===== config.mk =====
export PLATFORM = sky130hd
export DESIGN_NAME = cfm_top
export DESIGN_NICKNAME = d
export VERILOG_FILES = /design/src/hw/cfm_pkg.sv /design/src/hw/cfm_top.sv
export VERILOG_INCLUDE_DIRS = /design/src /design/src/hw
export SDC_FILE = /design/constraint.sdc
export NUM_CORES = 1
export LEC_CHECK = 0
export BUFFER_PORTS_ARGS = -buffer_cell sky130_fd_sc_hd__buf_2
export CORE_MARGIN = 3
export CORE_UTILIZATION = 58
export CTS_CLUSTER_DIAMETER = 40
export CTS_CLUSTER_SIZE = 10
export DETAILED_ROUTE_END_ITERATION = 6
export PLACE_DENSITY = 0.78
export SLEW_MARGIN = 10
export SYNTH_ARGS = -nofsm -noshare
export SYNTH_HDL_FRONTEND = slang
export SYNTH_HIERARCHICAL = 1
export SYNTH_SLANG_ARGS = --single-unit

===== constraint.sdc =====
create_clock -name clk_sys -period 8.4 [get_ports clk_sys]
set_clock_uncertainty 0.05 [all_clocks]
set_input_delay 1.68 -clock clk_sys [delete_from_list [all_inputs] [get_ports clk_sys]]
set_output_delay 1.68 -clock clk_sys [all_outputs]
set_load 0.01 [all_outputs]

===== src/hw/cfm_params.svh =====
// Constants for the frame mailbox: register map, frame codes, status bits.
// Assumes inclusion by bare name from the package and the design file.
`ifndef CFM_PARAMS_SVH
`define CFM_PARAMS_SVH
// ------------------------------------------------------------
// Register map
// ------------------------------------------------------------
`define CFM_PTR_STATUS 8'h00
`define CFM_BUF_FIRST 8'h07
`define CFM_BUF_LAST 8'h19
`define CFM_BUF_DEPTH 19
`define CFM_MAX_PARAMS 5'd17
`define CFM_MIN_LEN 8'h03
`define CFM_PTR_RESET 8'h00
// ------------------------------------------------------------
// Frame codes
// ------------------------------------------------------------
`define CFM_SVC_REQ 8'h00
`define CFM_SVC_CNF 8'h01
`define CFM_SVC_IND 8'h81
`define CFM_SVC_ERR 8'h82
`define CFM_SVC_IER 8'h83
`define CFM_RES_OFF 8'h80
`define CFM_RES_BAD 8'h81
`define CFM_RD_FILL 8'hff
`define CFM_RD_EMPTY 8'h00
`define CFM_LEN_CNF 8'h03
`define CFM_LEN_ERR 8'h02
// ------------------------------------------------------------
// Status register bits, host bus address and transmit FIFO depth
// ------------------------------------------------------------
`define CFM_STAT_BUSY 7
`define CFM_STAT_INT 6
`define CFM_I2C_ADDR 7'h34
`define CFM_FIFO_DEPTH 8
`endif


===== src/hw/cfm_pkg.sv =====
// Types shared by the frame mailbox design files.
// Assumes cfm_params.svh is on the include path.
`include "cfm_params.svh"
package cfm_pkg;
  // Byte of a line message with its end marker
  typedef struct packed {
    logic last;
    logic [7:0] data;
  } cfm_byte_t;
  // Buffer ownership states
  typedef enum logic [2:0] {
    ST_IDLE, ST_CHECK, ST_SEND, ST_WAIT, ST_OUT
  } cfm_state_t;
  // Host serial bus phases
  typedef enum logic [2:0] {
    PH_IDLE, PH_ADDR, PH_WDATA, PH_ACK, PH_RDATA, PH_MACK
  } cfm_phase_t;
endpackage


===== src/hw/cfm_top.sv =====
// Frame mailbox: host serial slave, 19-byte frame buffer, transmit FIFO.
// Assumes a line engine on clk_sys that sends bytes, returns result codes
// and delivers received messages; it also enforces signal free time.
// Operation
// - Nineteen byte buffer at 07h to 19h
// - Host masters transfers; interrupt flags waiting frame
// - Pointer loaded first, advances per byte
// - Frames start only at 07h, whole
// - Length, service code, up to 17 parameters
// - Frames never exceed 19 bytes
// - Only one outstanding transmit request
// - Reads beyond 19h or length give FFh
// - Unknown service answered with result 81h
// - All service parameters mandatory, none optional
// - First parameter holds source and destination nibbles
// - Send only after complete frame arrives
// - Confirm each request with its result code
// - Received messages delivered as indication frames
// - Error notice only when reporting enabled
// - Receive-with-error only when reporting enabled
// - First written byte loads pointer, rest stored
// - Frame contents moved as contiguous ranges
// - Pointer at 00h never advances on read
// - Request code 00h, confirmation code 01h
// - Indication frames use service code 81h
// - Short host write discarded, no confirmation
// - Interrupt drops on last read or abort
`timescale 1ns/100ps
`include "cfm_params.svh"

// ------------------------------------------------------------
// Shift-register FIFO with registered head and flags
// ------------------------------------------------------------
module cfm_fifo #(
  parameter int W = 9,
  parameter int D = `CFM_FIFO_DEPTH
) (
  input wire logic clk_sys,
  input wire logic rst_sync_n,
  input wire logic [W-1:0] in_data,
  input wire logic in_valid,
  output logic in_ready,
  output logic [W-1:0] out_data,
  output logic out_valid,
  input wire logic out_ready
);
  localparam int CW = $clog2(D + 1);
  logic [W-1:0] mem_r [0:D-1]; // Entry 0 is the head
  logic [CW-1:0] cnt_r; // Entries held
  logic [CW-1:0] cnt_nxt;
  logic [CW-1:0] wpos; // Slot taken by a push
  logic push;
  logic pop;
  logic in_ready_r;
  logic out_valid_r;

  assign push = in_valid & in_ready_r;
  assign pop = out_valid_r & out_ready;
  assign wpos = cnt_r - CW'(pop);
  assign cnt_nxt = cnt_r + CW'(push) - CW'(pop);
  assign in_ready = in_ready_r;
  assign out_valid = out_valid_r;
  assign out_data = mem_r[0];

  // Storage: pop shifts toward the head, push fills the next free slot
  for (genvar g = 0; g < D; g++) begin : g_ent
    always_ff @(posedge clk_sys or negedge rst_sync_n) begin
      if (!rst_sync_n) begin
        mem_r[g] <= '0;
      end else if (push && wpos == CW'(g)) begin
        mem_r[g] <= in_data;
      end else if (pop && g < D - 1) begin
        mem_r[g] <= mem_r[(g < D - 1) ? g + 1 : g];
      end
    end
  end

  // Occupancy and flags, registered so the ports are flops
  always_ff @(posedge clk_sys or negedge rst_sync_n) begin
    if (!rst_sync_n) begin
      cnt_r <= '0;
      in_ready_r <= 1'b0;
      out_valid_r <= 1'b0;
    end else begin
      cnt_r <= cnt_nxt;
      in_ready_r <= (cnt_nxt != CW'(D));
      out_valid_r <= (cnt_nxt != '0);
    end
  end
endmodule // cfm_fifo

// ------------------------------------------------------------
// Top: serial slave, pointer, frame buffer and services
// ------------------------------------------------------------
module cfm_top #(
  parameter logic [6:0] DEV_ADDR = `CFM_I2C_ADDR,
  parameter int FIFO_DEPTH = `CFM_FIFO_DEPTH
) (
  input wire logic clk_sys,
  input wire logic rst_n,
  input wire logic scl_i,
  input wire logic sda_i,
  output logic sda_o,
  output logic sda_oe,
  output logic irq,
  input wire logic line_on,
  input wire logic err_rpt_en,
  output cfm_pkg::cfm_byte_t tx_out,
  output logic tx_valid,
  input wire logic tx_ready,
  input wire logic res_valid,
  input wire logic [7:0] res_code,
  input wire cfm_pkg::cfm_byte_t rx_in,
  input wire logic rx_err,
  input wire logic rx_valid,
  output logic rx_ready,
  input wire logic err_evt
);
  import cfm_pkg::*;

  // ------------------------------------------------------------
  // Declarations
  // ------------------------------------------------------------
  logic [1:0] rst_q; // Reset release chain
  logic rst_sync_n;
  logic [2:0] scl_s; // Pin samplers
  logic [2:0] sda_s;
  logic scl_f, sda_f; // Agreed levels
  logic scl_q, sda_q; // Previous agreed levels
  logic scl_rise, scl_fall, start_ev, stop_ev;
  cfm_phase_t ph_r; // Serial phase
  logic [3:0] cnt_r; // Bit count
  logic [7:0] sh_r; // Receive shifter
  logic [7:0] tx_sh_r; // Transmit shifter
  logic rw_r; // Read transaction
  logic first_r; // Next written byte is the pointer
  logic mack_r; // Master acked last read byte
  logic sda_oe_r;
  logic wr_ev, rd_load_ev, rd_done_ev;
  logic [7:0] ptr_r; // Register pointer
  logic buf_touched_r; // Buffer written this transaction
  logic [7:0] buf_r [0:`CFM_BUF_DEPTH-1]; // Frame buffer
  cfm_state_t st_r;
  logic [4:0] hw_cnt_r; // Contiguous host bytes written
  logic [4:0] idx_r; // Send index
  logic [4:0] rx_cnt_r; // Received bytes stored
  logic [4:0] bidx; // Buffer index of pointer
  logic in_buf;
  logic [7:0] len; // Announced frame length
  logic buf_wr, wr_done, rx_take, err_take;
  logic err_pend_r;
  logic rd_started_r;
  logic irq_r, rx_ready_r;
  logic [7:0] rd_byte;
  logic push_last;
  cfm_byte_t push_data;
  logic fifo_in_ready;

  // ------------------------------------------------------------
  // Reset release and pin sampling
  // ------------------------------------------------------------
  // Two-stage release of the asynchronous reset
  always_ff @(posedge clk_sys or negedge rst_n) begin
    if (!rst_n) begin
      rst_q <= 2'b00;
    end else begin
      rst_q <= {rst_q[0], 1'b1};
    end
  end
  assign rst_sync_n = rst_q[1];

  // Three-flop samplers; a level counts once stages two and three agree
  always_ff @(posedge clk_sys or negedge rst_sync_n) begin
    if (!rst_sync_n) begin
      scl_s <= 3'b111;
      sda_s <= 3'b111;
      scl_f <= 1'b1;
      sda_f <= 1'b1;
      scl_q <= 1'b1;
      sda_q <= 1'b1;
    end else begin
      scl_s <= {scl_s[1:0], scl_i};
      sda_s <= {sda_s[1:0], sda_i};
      if (scl_s[1] == scl_s[2]) begin
        scl_f <= scl_s[2];
      end
      if (sda_s[1] == sda_s[2]) begin
        sda_f <= sda_s[2];
      end
      scl_q <= scl_f;
      sda_q <= sda_f;
    end
  end

  assign scl_rise = scl_f & ~scl_q;
  assign scl_fall = ~scl_f & scl_q;
  assign start_ev = scl_f & scl_q & sda_q & ~sda_f;
  assign stop_ev = scl_f & scl_q & ~sda_q & sda_f;

  // ------------------------------------------------------------
  // Serial slave
  // ------------------------------------------------------------
  assign wr_ev = (ph_r == PH_WDATA) && scl_fall && (cnt_r == 4'h8);
  assign rd_load_ev = scl_fall && (((ph_r == PH_ACK) && rw_r) || ((ph_r == PH_MACK) && mack_r));
  assign rd_done_ev = (ph_r == PH_MACK) && scl_rise;

  // Bit engine; the host always masters, the device only answers
  always_ff @(posedge clk_sys or negedge rst_sync_n) begin
    if (!rst_sync_n) begin
      ph_r <= PH_IDLE;
      cnt_r <= 4'h0;
      sh_r <= 8'h00;
      tx_sh_r <= 8'h00;
      rw_r <= 1'b0;
      first_r <= 1'b0;
      mack_r <= 1'b0;
      sda_oe_r <= 1'b0;
    end else if (start_ev) begin
      ph_r <= PH_ADDR; // Start or repeated start
      cnt_r <= 4'h0;
      first_r <= 1'b1;
      sda_oe_r <= 1'b0;
    end else if (stop_ev) begin
      ph_r <= PH_IDLE;
      sda_oe_r <= 1'b0;
    end else begin
      case (ph_r)
        PH_ADDR, PH_WDATA: begin
          if (scl_rise) begin
            sh_r <= {sh_r[6:0], sda_f};
            cnt_r <= cnt_r + 4'h1;
          end else if (scl_fall && cnt_r == 4'h8) begin
            cnt_r <= 4'h0;
            if (ph_r == PH_WDATA) begin
              sda_oe_r <= 1'b1; // Ack every data byte
              ph_r <= PH_ACK;
            end else if (sh_r[7:1] == DEV_ADDR) begin
              sda_oe_r <= 1'b1; // Ack our address
              rw_r <= sh_r[0];
              ph_r <= PH_ACK;
            end else begin
              ph_r <= PH_IDLE; // Not ours
            end
          end
          if (wr_ev) begin
            first_r <= 1'b0;
          end
        end
        PH_ACK, PH_MACK: begin
          if (scl_rise && ph_r == PH_MACK) begin
            mack_r <= ~sda_f; // Low means more wanted
          end
          if (rd_load_ev) begin
            sda_oe_r <= ~rd_byte[7];
            tx_sh_r <= {rd_byte[6:0], 1'b0};
            cnt_r <= 4'h1;
            ph_r <= PH_RDATA;
          end else if (scl_fall) begin
            sda_oe_r <= 1'b0;
            ph_r <= (ph_r == PH_ACK) ? PH_WDATA : PH_IDLE;
          end
        end
        PH_RDATA: begin
          if (scl_fall) begin
            if (cnt_r == 4'h8) begin
              sda_oe_r <= 1'b0; // Release for master ack
              ph_r <= PH_MACK;
            end else begin
              sda_oe_r <= ~tx_sh_r[7];
              tx_sh_r <= {tx_sh_r[6:0], 1'b0};
              cnt_r <= cnt_r + 4'h1;
            end
          end
        end
        default: begin
          sda_oe_r <= 1'b0;
        end
      endcase
    end
  end

  // ------------------------------------------------------------
  // Register pointer
  // ------------------------------------------------------------
  // Load, advance, and return to the buffer base after a buffer write
  always_ff @(posedge clk_sys or negedge rst_sync_n) begin
    if (!rst_sync_n) begin
      ptr_r <= `CFM_PTR_RESET;
      buf_touched_r <= 1'b0;
    end else if (wr_ev && first_r) begin
      ptr_r <= sh_r;
    end else if (wr_ev) begin
      ptr_r <= ptr_r + 8'h01;
      buf_touched_r <= buf_touched_r | in_buf;
    end else if (rd_done_ev && ptr_r != `CFM_PTR_STATUS) begin
      ptr_r <= ptr_r + 8'h01;
    end else if (stop_ev && buf_touched_r) begin
      ptr_r <= `CFM_BUF_FIRST;
      buf_touched_r <= 1'b0;
    end
  end

  // ------------------------------------------------------------
  // Buffer decode and read data
  // ------------------------------------------------------------
  assign in_buf = (ptr_r >= `CFM_BUF_FIRST) && (ptr_r <= `CFM_BUF_LAST);
  assign bidx = 5'(ptr_r - `CFM_BUF_FIRST);
  assign len = buf_r[0];

  // Byte presented to a read
  always_comb begin
    rd_byte = `CFM_RD_FILL;
    if (ptr_r == `CFM_PTR_STATUS) begin
      rd_byte = 8'h00;
      rd_byte[`CFM_STAT_BUSY] = (st_r != ST_IDLE) && (st_r != ST_OUT);
      rd_byte[`CFM_STAT_INT] = irq_r;
    end else if (in_buf) begin
      if (st_r != ST_OUT) begin
        rd_byte = (bidx == 5'd0) ? `CFM_RD_EMPTY : `CFM_RD_FILL;
      end else if ({3'b000, bidx} < len) begin
        rd_byte = buf_r[bidx];
      end
    end
  end

  // ------------------------------------------------------------
  // Frame control
  // ------------------------------------------------------------
  // Host byte stored only from 07h or directly after the last one
  assign buf_wr = wr_ev && !first_r && in_buf && (st_r == ST_IDLE) && (rx_cnt_r == 5'd0)
    && ((bidx == 5'd0) || (hw_cnt_r != 5'd0 && bidx == hw_cnt_r));
  // Frame complete at its announced length or at the top register
  assign wr_done = buf_wr && ((bidx == 5'd0) ? (sh_r <= 8'h01) : ({3'b000, bidx} + 8'h01 >= len
    || bidx == 5'(`CFM_BUF_DEPTH - 1)));
  assign rx_take = rx_valid && rx_ready_r && (st_r == ST_IDLE);
  assign err_take = err_pend_r && (st_r == ST_IDLE) && (hw_cnt_r == 5'd0)
    && (rx_cnt_r == 5'd0) && !rx_take && !buf_wr;
  assign push_last = (idx_r == 5'(`CFM_BUF_DEPTH - 1)) || ({3'b000, idx_r} + 8'h01 >= len);
  assign push_data.last = push_last;
  assign push_data.data = buf_r[idx_r];

  // Buffer contents and ownership
  always_ff @(posedge clk_sys or negedge rst_sync_n) begin
    if (!rst_sync_n) begin
      for (int i = 0; i < `CFM_BUF_DEPTH; i++) begin
        buf_r[i] <= 8'h00;
      end
      st_r <= ST_IDLE;
      hw_cnt_r <= 5'd0;
      idx_r <= 5'd0;
      rx_cnt_r <= 5'd0;
      irq_r <= 1'b0;
      rd_started_r <= 1'b0;
    end else begin
      case (st_r)
        ST_IDLE: begin
          if (rx_take) begin
            if (rx_cnt_r < `CFM_MAX_PARAMS) begin
              buf_r[rx_cnt_r + 5'd2] <= rx_in.data;
            end
            if (rx_in.last) begin
              buf_r[0] <= 8'(((rx_cnt_r < `CFM_MAX_PARAMS) ? rx_cnt_r : 5'd16) + 5'd3);
              buf_r[1] <= (rx_err && err_rpt_en) ? `CFM_SVC_IER : `CFM_SVC_IND;
              rx_cnt_r <= 5'd0;
              irq_r <= 1'b1;
              st_r <= ST_OUT;
            end else begin
              rx_cnt_r <= rx_cnt_r + 5'd1;
            end
          end else if (err_take) begin
            buf_r[0] <= `CFM_LEN_ERR;
            buf_r[1] <= `CFM_SVC_ERR;
            irq_r <= 1'b1;
            st_r <= ST_OUT;
          end else if (buf_wr) begin
            buf_r[bidx] <= sh_r;
            hw_cnt_r <= wr_done ? 5'd0 : bidx + 5'd1;
            if (wr_done) begin
              st_r <= ST_CHECK;
            end
          end else if (stop_ev) begin
            hw_cnt_r <= 5'd0;
          end
        end
        ST_CHECK: begin
          idx_r <= 5'd2;
          buf_r[0] <= `CFM_LEN_CNF;
          buf_r[1] <= `CFM_SVC_CNF;
          if (!line_on) begin
            buf_r[2] <= `CFM_RES_OFF;
            irq_r <= 1'b1;
            st_r <= ST_OUT;
          end else if (len < `CFM_MIN_LEN || buf_r[1] != `CFM_SVC_REQ) begin
            buf_r[2] <= `CFM_RES_BAD;
            irq_r <= 1'b1;
            st_r <= ST_OUT;
          end else begin
            buf_r[0] <= buf_r[0]; // Keep the request until sent
            buf_r[1] <= buf_r[1];
            st_r <= ST_SEND;
          end
        end
        ST_SEND: begin
          if (fifo_in_ready) begin
            idx_r <= idx_r + 5'd1;
            if (push_last) begin
              st_r <= ST_WAIT;
            end
          end
        end
        ST_WAIT: begin
          if (res_valid) begin
            buf_r[0] <= `CFM_LEN_CNF;
            buf_r[1] <= `CFM_SVC_CNF;
            buf_r[2] <= res_code;
            irq_r <= 1'b1;
            st_r <= ST_OUT;
          end
        end
        ST_OUT: begin
          if (rd_done_ev && in_buf && {3'b000, bidx} < len) begin
            rd_started_r <= 1'b1;
            if ({3'b000, bidx} + 8'h01 == len) begin
              irq_r <= 1'b0;
              rd_started_r <= 1'b0;
              st_r <= ST_IDLE;
            end
          end else if (stop_ev && rd_started_r) begin
            irq_r <= 1'b0;
            rd_started_r <= 1'b0;
            st_r <= ST_IDLE;
          end
        end
        default: begin
          st_r <= ST_IDLE;
        end
      endcase
    end
  end

  // Pending error notice; a new event wins over delivery
  always_ff @(posedge clk_sys or negedge rst_sync_n) begin
    if (!rst_sync_n) begin
      err_pend_r <= 1'b0;
    end else if (err_evt && err_rpt_en) begin
      err_pend_r <= 1'b1;
    end else if (err_take) begin
      err_pend_r <= 1'b0;
    end
  end

  // Receive acceptance only while the buffer is free
  always_ff @(posedge clk_sys or negedge rst_sync_n) begin
    if (!rst_sync_n) begin
      rx_ready_r <= 1'b0;
    end else begin
      rx_ready_r <= (st_r == ST_IDLE) && (hw_cnt_r == 5'd0) && !buf_wr && !err_take
        && !(rx_take && rx_in.last);
    end
  end

  // ------------------------------------------------------------
  // Transmit FIFO toward the line engine
  // ------------------------------------------------------------
  cfm_fifo #(
    .W($bits(cfm_byte_t)),
    .D(FIFO_DEPTH)
  ) u_fifo (
    .clk_sys(clk_sys),
    .rst_sync_n(rst_sync_n),
    .in_data(push_data),
    .in_valid(st_r == ST_SEND),
    .in_ready(fifo_in_ready),
    .out_data(tx_out),
    .out_valid(tx_valid),
    .out_ready(tx_ready)
  );

  assign sda_o = 1'b0;
  assign sda_oe = sda_oe_r;
  assign irq = irq_r;
  assign rx_ready = rx_ready_r;
endmodule // cfm_top


==> results.py <==
metrics = {
    "floorplan": {
        "dieHeight_um": 186,
        "initial_core_util_pct": 59.2,
        "dieArea_sq_um": 34700,
        "rows": 65,
        "core_sq_um": 31800,
        "io_pins": 42,
        "fp.dieW_um": 186,
    },
    "global_route": {
        "antenna_found_initial": 1,
        "grt-ovfl-total": 0,
        "grt_pass1_vias": 15000,
        "grtUsageTotal_pct": 33.3,
        "grt_pass1_wl_um": 88900,
        "grt_max_degree": 174,
    },
    "synthesis": {
        "yosys_register_bits": 299,
        "synthCells": 1713,
        "synth-edff-count": 0,
        "synthFlopType": "dfrtp_1",
        "syn_nets": 1784,
        "yosys-top-cells-area": "dfrtp_1, mux2_2, mux4_2",
        "ys_seq_area_share_pct": 39.8,
        "yosysTopAreaCell": "dfrtp_1",
        "syn_avg_cell_area_sq_um": 11.0,
        "yosysUniqueCellTypes": 88,
        "ys_warn_count": 6,
        "synth_top_area_share_pct": 38.4,
        "synth_area_sq_um": 18800,
        "async_flop_share_pct": 100,
    },
    "setup_path": {
        "crit_fanout": 50,
        "ff2ff_setup_slack_ns": 3.63,
        "crit_required_ns": 8.78,
        "cp.arrival_ns": 5.15,
        "end_kind": "flip-flop",
        "critPathBufInv": 2,
        "critPathKind": "flip-flop to flip-flop",
        "startpoint_type": "flip-flop",
        "critical-path-top-delay-family": "simple AND/OR/NAND/NOR gates",
        "r2r_start": "ptr_r[0]",
        "worst_path_largest_cell_delay_ns": 0.75,
        "r2r_cells": 9,
        "crit_path_top_delay_cell": "nor3_1",
        "r2r-end": "buf_r[47]",
        "cp_cell_sequence": "buf_4, ha_1, a21oi_1, xnor2_1, inv_2, nor3_1, nand2_1, o22ai_2, mux2_2",
    },
    "place": {
        "dp_hpwl_um": 38900,
        "place.gp.congestion": 1.06,
        "io_buffers": 40,
        "post_dp_cell_area_sq_um": 19200,
    },
    "power": {
        "pwr-share-seq_pct": 36.7,
        "p_clk_share_pct": 41.6,
        "power.internal_mw": 3.04,
        "power_density_nw_per_um2": 219,
        "p_sw_mw": 1.51,
        "swShare_pct": 33.2,
        "p_leak_nw": 8.77,
        "comb_power_share_pct": 21.7,
        "ir_drop_mv": 0.198,
    },
    "cts": {
        "cts_made_buffers": 47,
        "cts_tree": "built",
        "clock_path_buffers": 3,
        "cts_resized": 0,
        "htree_levels": 2,
        "root_buffer": "clkbuf_16",
        "clock_latency_ns": 0.57,
        "numClockSinks": 299,
        "post-cts-setup-buffers": 0,
        "clk_pin_slew_ns": 0.05,
        "postCtsHoldBufs": 0,
    },
    "timing": {
        "rsz0062_at_grt": "false",
        "finalCritPeriodShare_pct": 56.8,
        "worst_pin_slew_ns": 1.21,
        "finalHoldViolCount": 0,
        "finalCriticalPeriod_ns": 4.77,
        "final.setup.tns_ns": 0,
        "worst_hold_slack_ns": 0.294,
        "slew_viol_final": 0,
        "fmaxAchievable_mhz": 210,
        "setup_viol": 0,
        "slew_headroom_pct": 19.5,
    },
    "outcome": {
        "violations": "design-rule violations",
        "status": "finished with violations",
    },
    "cells_and_area": {
        "antenna_cells": 0,
        "final_cell_mix": "dfrtp_1, mux2_2, nand2_1",
        "multi_input_area_sq_um": 10600,
        "final_core_util_pct": 65.2,
        "design_area_sq_um": 20700,
        "layout-drive-gt1-share_pct": 31.1,
        "seq_area_sq_um": 7500,
        "syn2layout_area_growth_pct": 10.1,
        "final_nets": 1766,
        "mostFrequentLayoutCell": "dfrtp_1",
        "fill_cells": 2384,
    },
    "detailed_routing": {
        "routed_wl_um": 57400,
        "vias_per_cell": 7.14,
        "detail_route.first_pass.iterations": 7,
        "ant_nets": 0,
        "drcViolationCount": 22,
        "vias": 15500,
        "first_iter_violations": 2381,
        "post_drt_wl_per_cell_um": 26.5,
    },
    "hold_path": {
        "min_from": "rst_q[0]",
        "hold_depth": 0,
        "hold_class": "flip-flop to flip-flop",
        "min_to": "rst_q[1]",
    },
    "flow_run": {
        "drv_cap": 0,
    },
}
## sequential cells by signal, indices dropped and copies added, names as in the netlist, 5 cells and up
name,flops
hw_cnt_r,5
ptr_r,8
u_fifo/out_data,9
tx_sh_r,7
rx_cnt_r,5
u_fifo/mem_r,63
buf_r,144
idx_r,5
len,8
sh_r,8
## routing by layer
layer | wire [um] | vias to the layer above | GRT usage [%] | share of wire, %
li1 | - | 6500 | - | -
met4 | 3600 | 2 | 17.2 | 6.3
met5 | 15 | - | 0 | 0.026
met3 | 7350 | 279 | 9.72 | 13
met2 | 24900 | 1137 | 49.5 | 43
met1 | 21500 | 7556 | 44.8 | 38
## logic make-up (layout without fill, tap and decap cells)
kind of cell,Yosys count,count (layout),synth area share [%]
xor gates and xnor gates,22,22,1.24
muxes,383,383,27.0
and+or+nand+nor,369,369,9.76
buffers and inverters,172,191,3.73
other,2,2,0.0399
DFF,299,299,39.8
AOI/OAI and AO/OA,421,421,15.4
adders and majority gates,45,45,3.00
## Yosys cell counts (5+ instances only)
cell	count
nand2b_1	16
a22oi_1	12
o22ai_2	12
dfstp_2	10
nor3_1	20
xnor2_1	13
nor2b_1	20
mux2i_1	28
a31oi_1	18
buf_1	11
a21oi_1	59
o22a_1	5
buf_2	11
inv_1	48
ha_1	42
a32oi_1	5
a211oi_1	7
mux2_2	280
nor2_1	61
o21a_1	5
mux4_2	72
nand2_1	127
clkbuf_1	87
a32o_1	10
nor4_1	6
o22ai_1	122
nand4_1	6
and2_1	10
nor3b_1	8
a221o_1	6
o31ai_1	5
dfrtp_1	289
buf_4	11
and3_1	17
o21ai_0	94
nand3_1	47
xor2_1	6
## through the flow
stage / setup WS, ns / power, mW / cells
2_1_floorplan: 3.46 / 2.33 / 1713
3_3_place_gp: 4.01 / 2.61 / 2081
3_5_place_dp: 3.91 / 2.63 / 2081
4_1_cts: 3.82 / 4.52 / 2167
5_1_grt: 3.45 / 4.70 / 2167
6_report: 3.63 / 4.54 / 2167
## power by group through the flow
stage / Combinational (mW) / Clock (mW) / Sequential (mW)
final: 0.987 / 1.89 / 1.67
after global routing: 1.05 / 1.98 / 1.68
after CTS: 0.956 / 1.91 / 1.66
after detailed placement: 0.948 / 0 / 1.68
after global placement: 0.928 / 0 / 1.68
after floorplan: 0.727 / 0 / 1.61
## worst max-delay path by stage
stage / cells after the start / start / to
after global placement: 6 / rx_valid / buf_r[8]
after detailed placement: 9 / ptr_r[0] / buf_r[47]
after global routing: 9 / ptr_r[0] / buf_r[41]
final: 9 / ptr_r[0] / buf_r[47]
after CTS: 9 / ptr_r[0] / buf_r[47]
after floorplan: 0 / rst_q[1] / buf_r[0]
## layout make-up
cell class	instances	share of cell area, %
clock buffer	63	6.36
tap	435	2.63
inverter	51	0.923
sequential	299	36.2
clock inverter	23	1.06
multi-input combinational	1242	51.3
timing repair buffer	54	1.53
No activity file was read; power rests on OpenSTA's default activity.
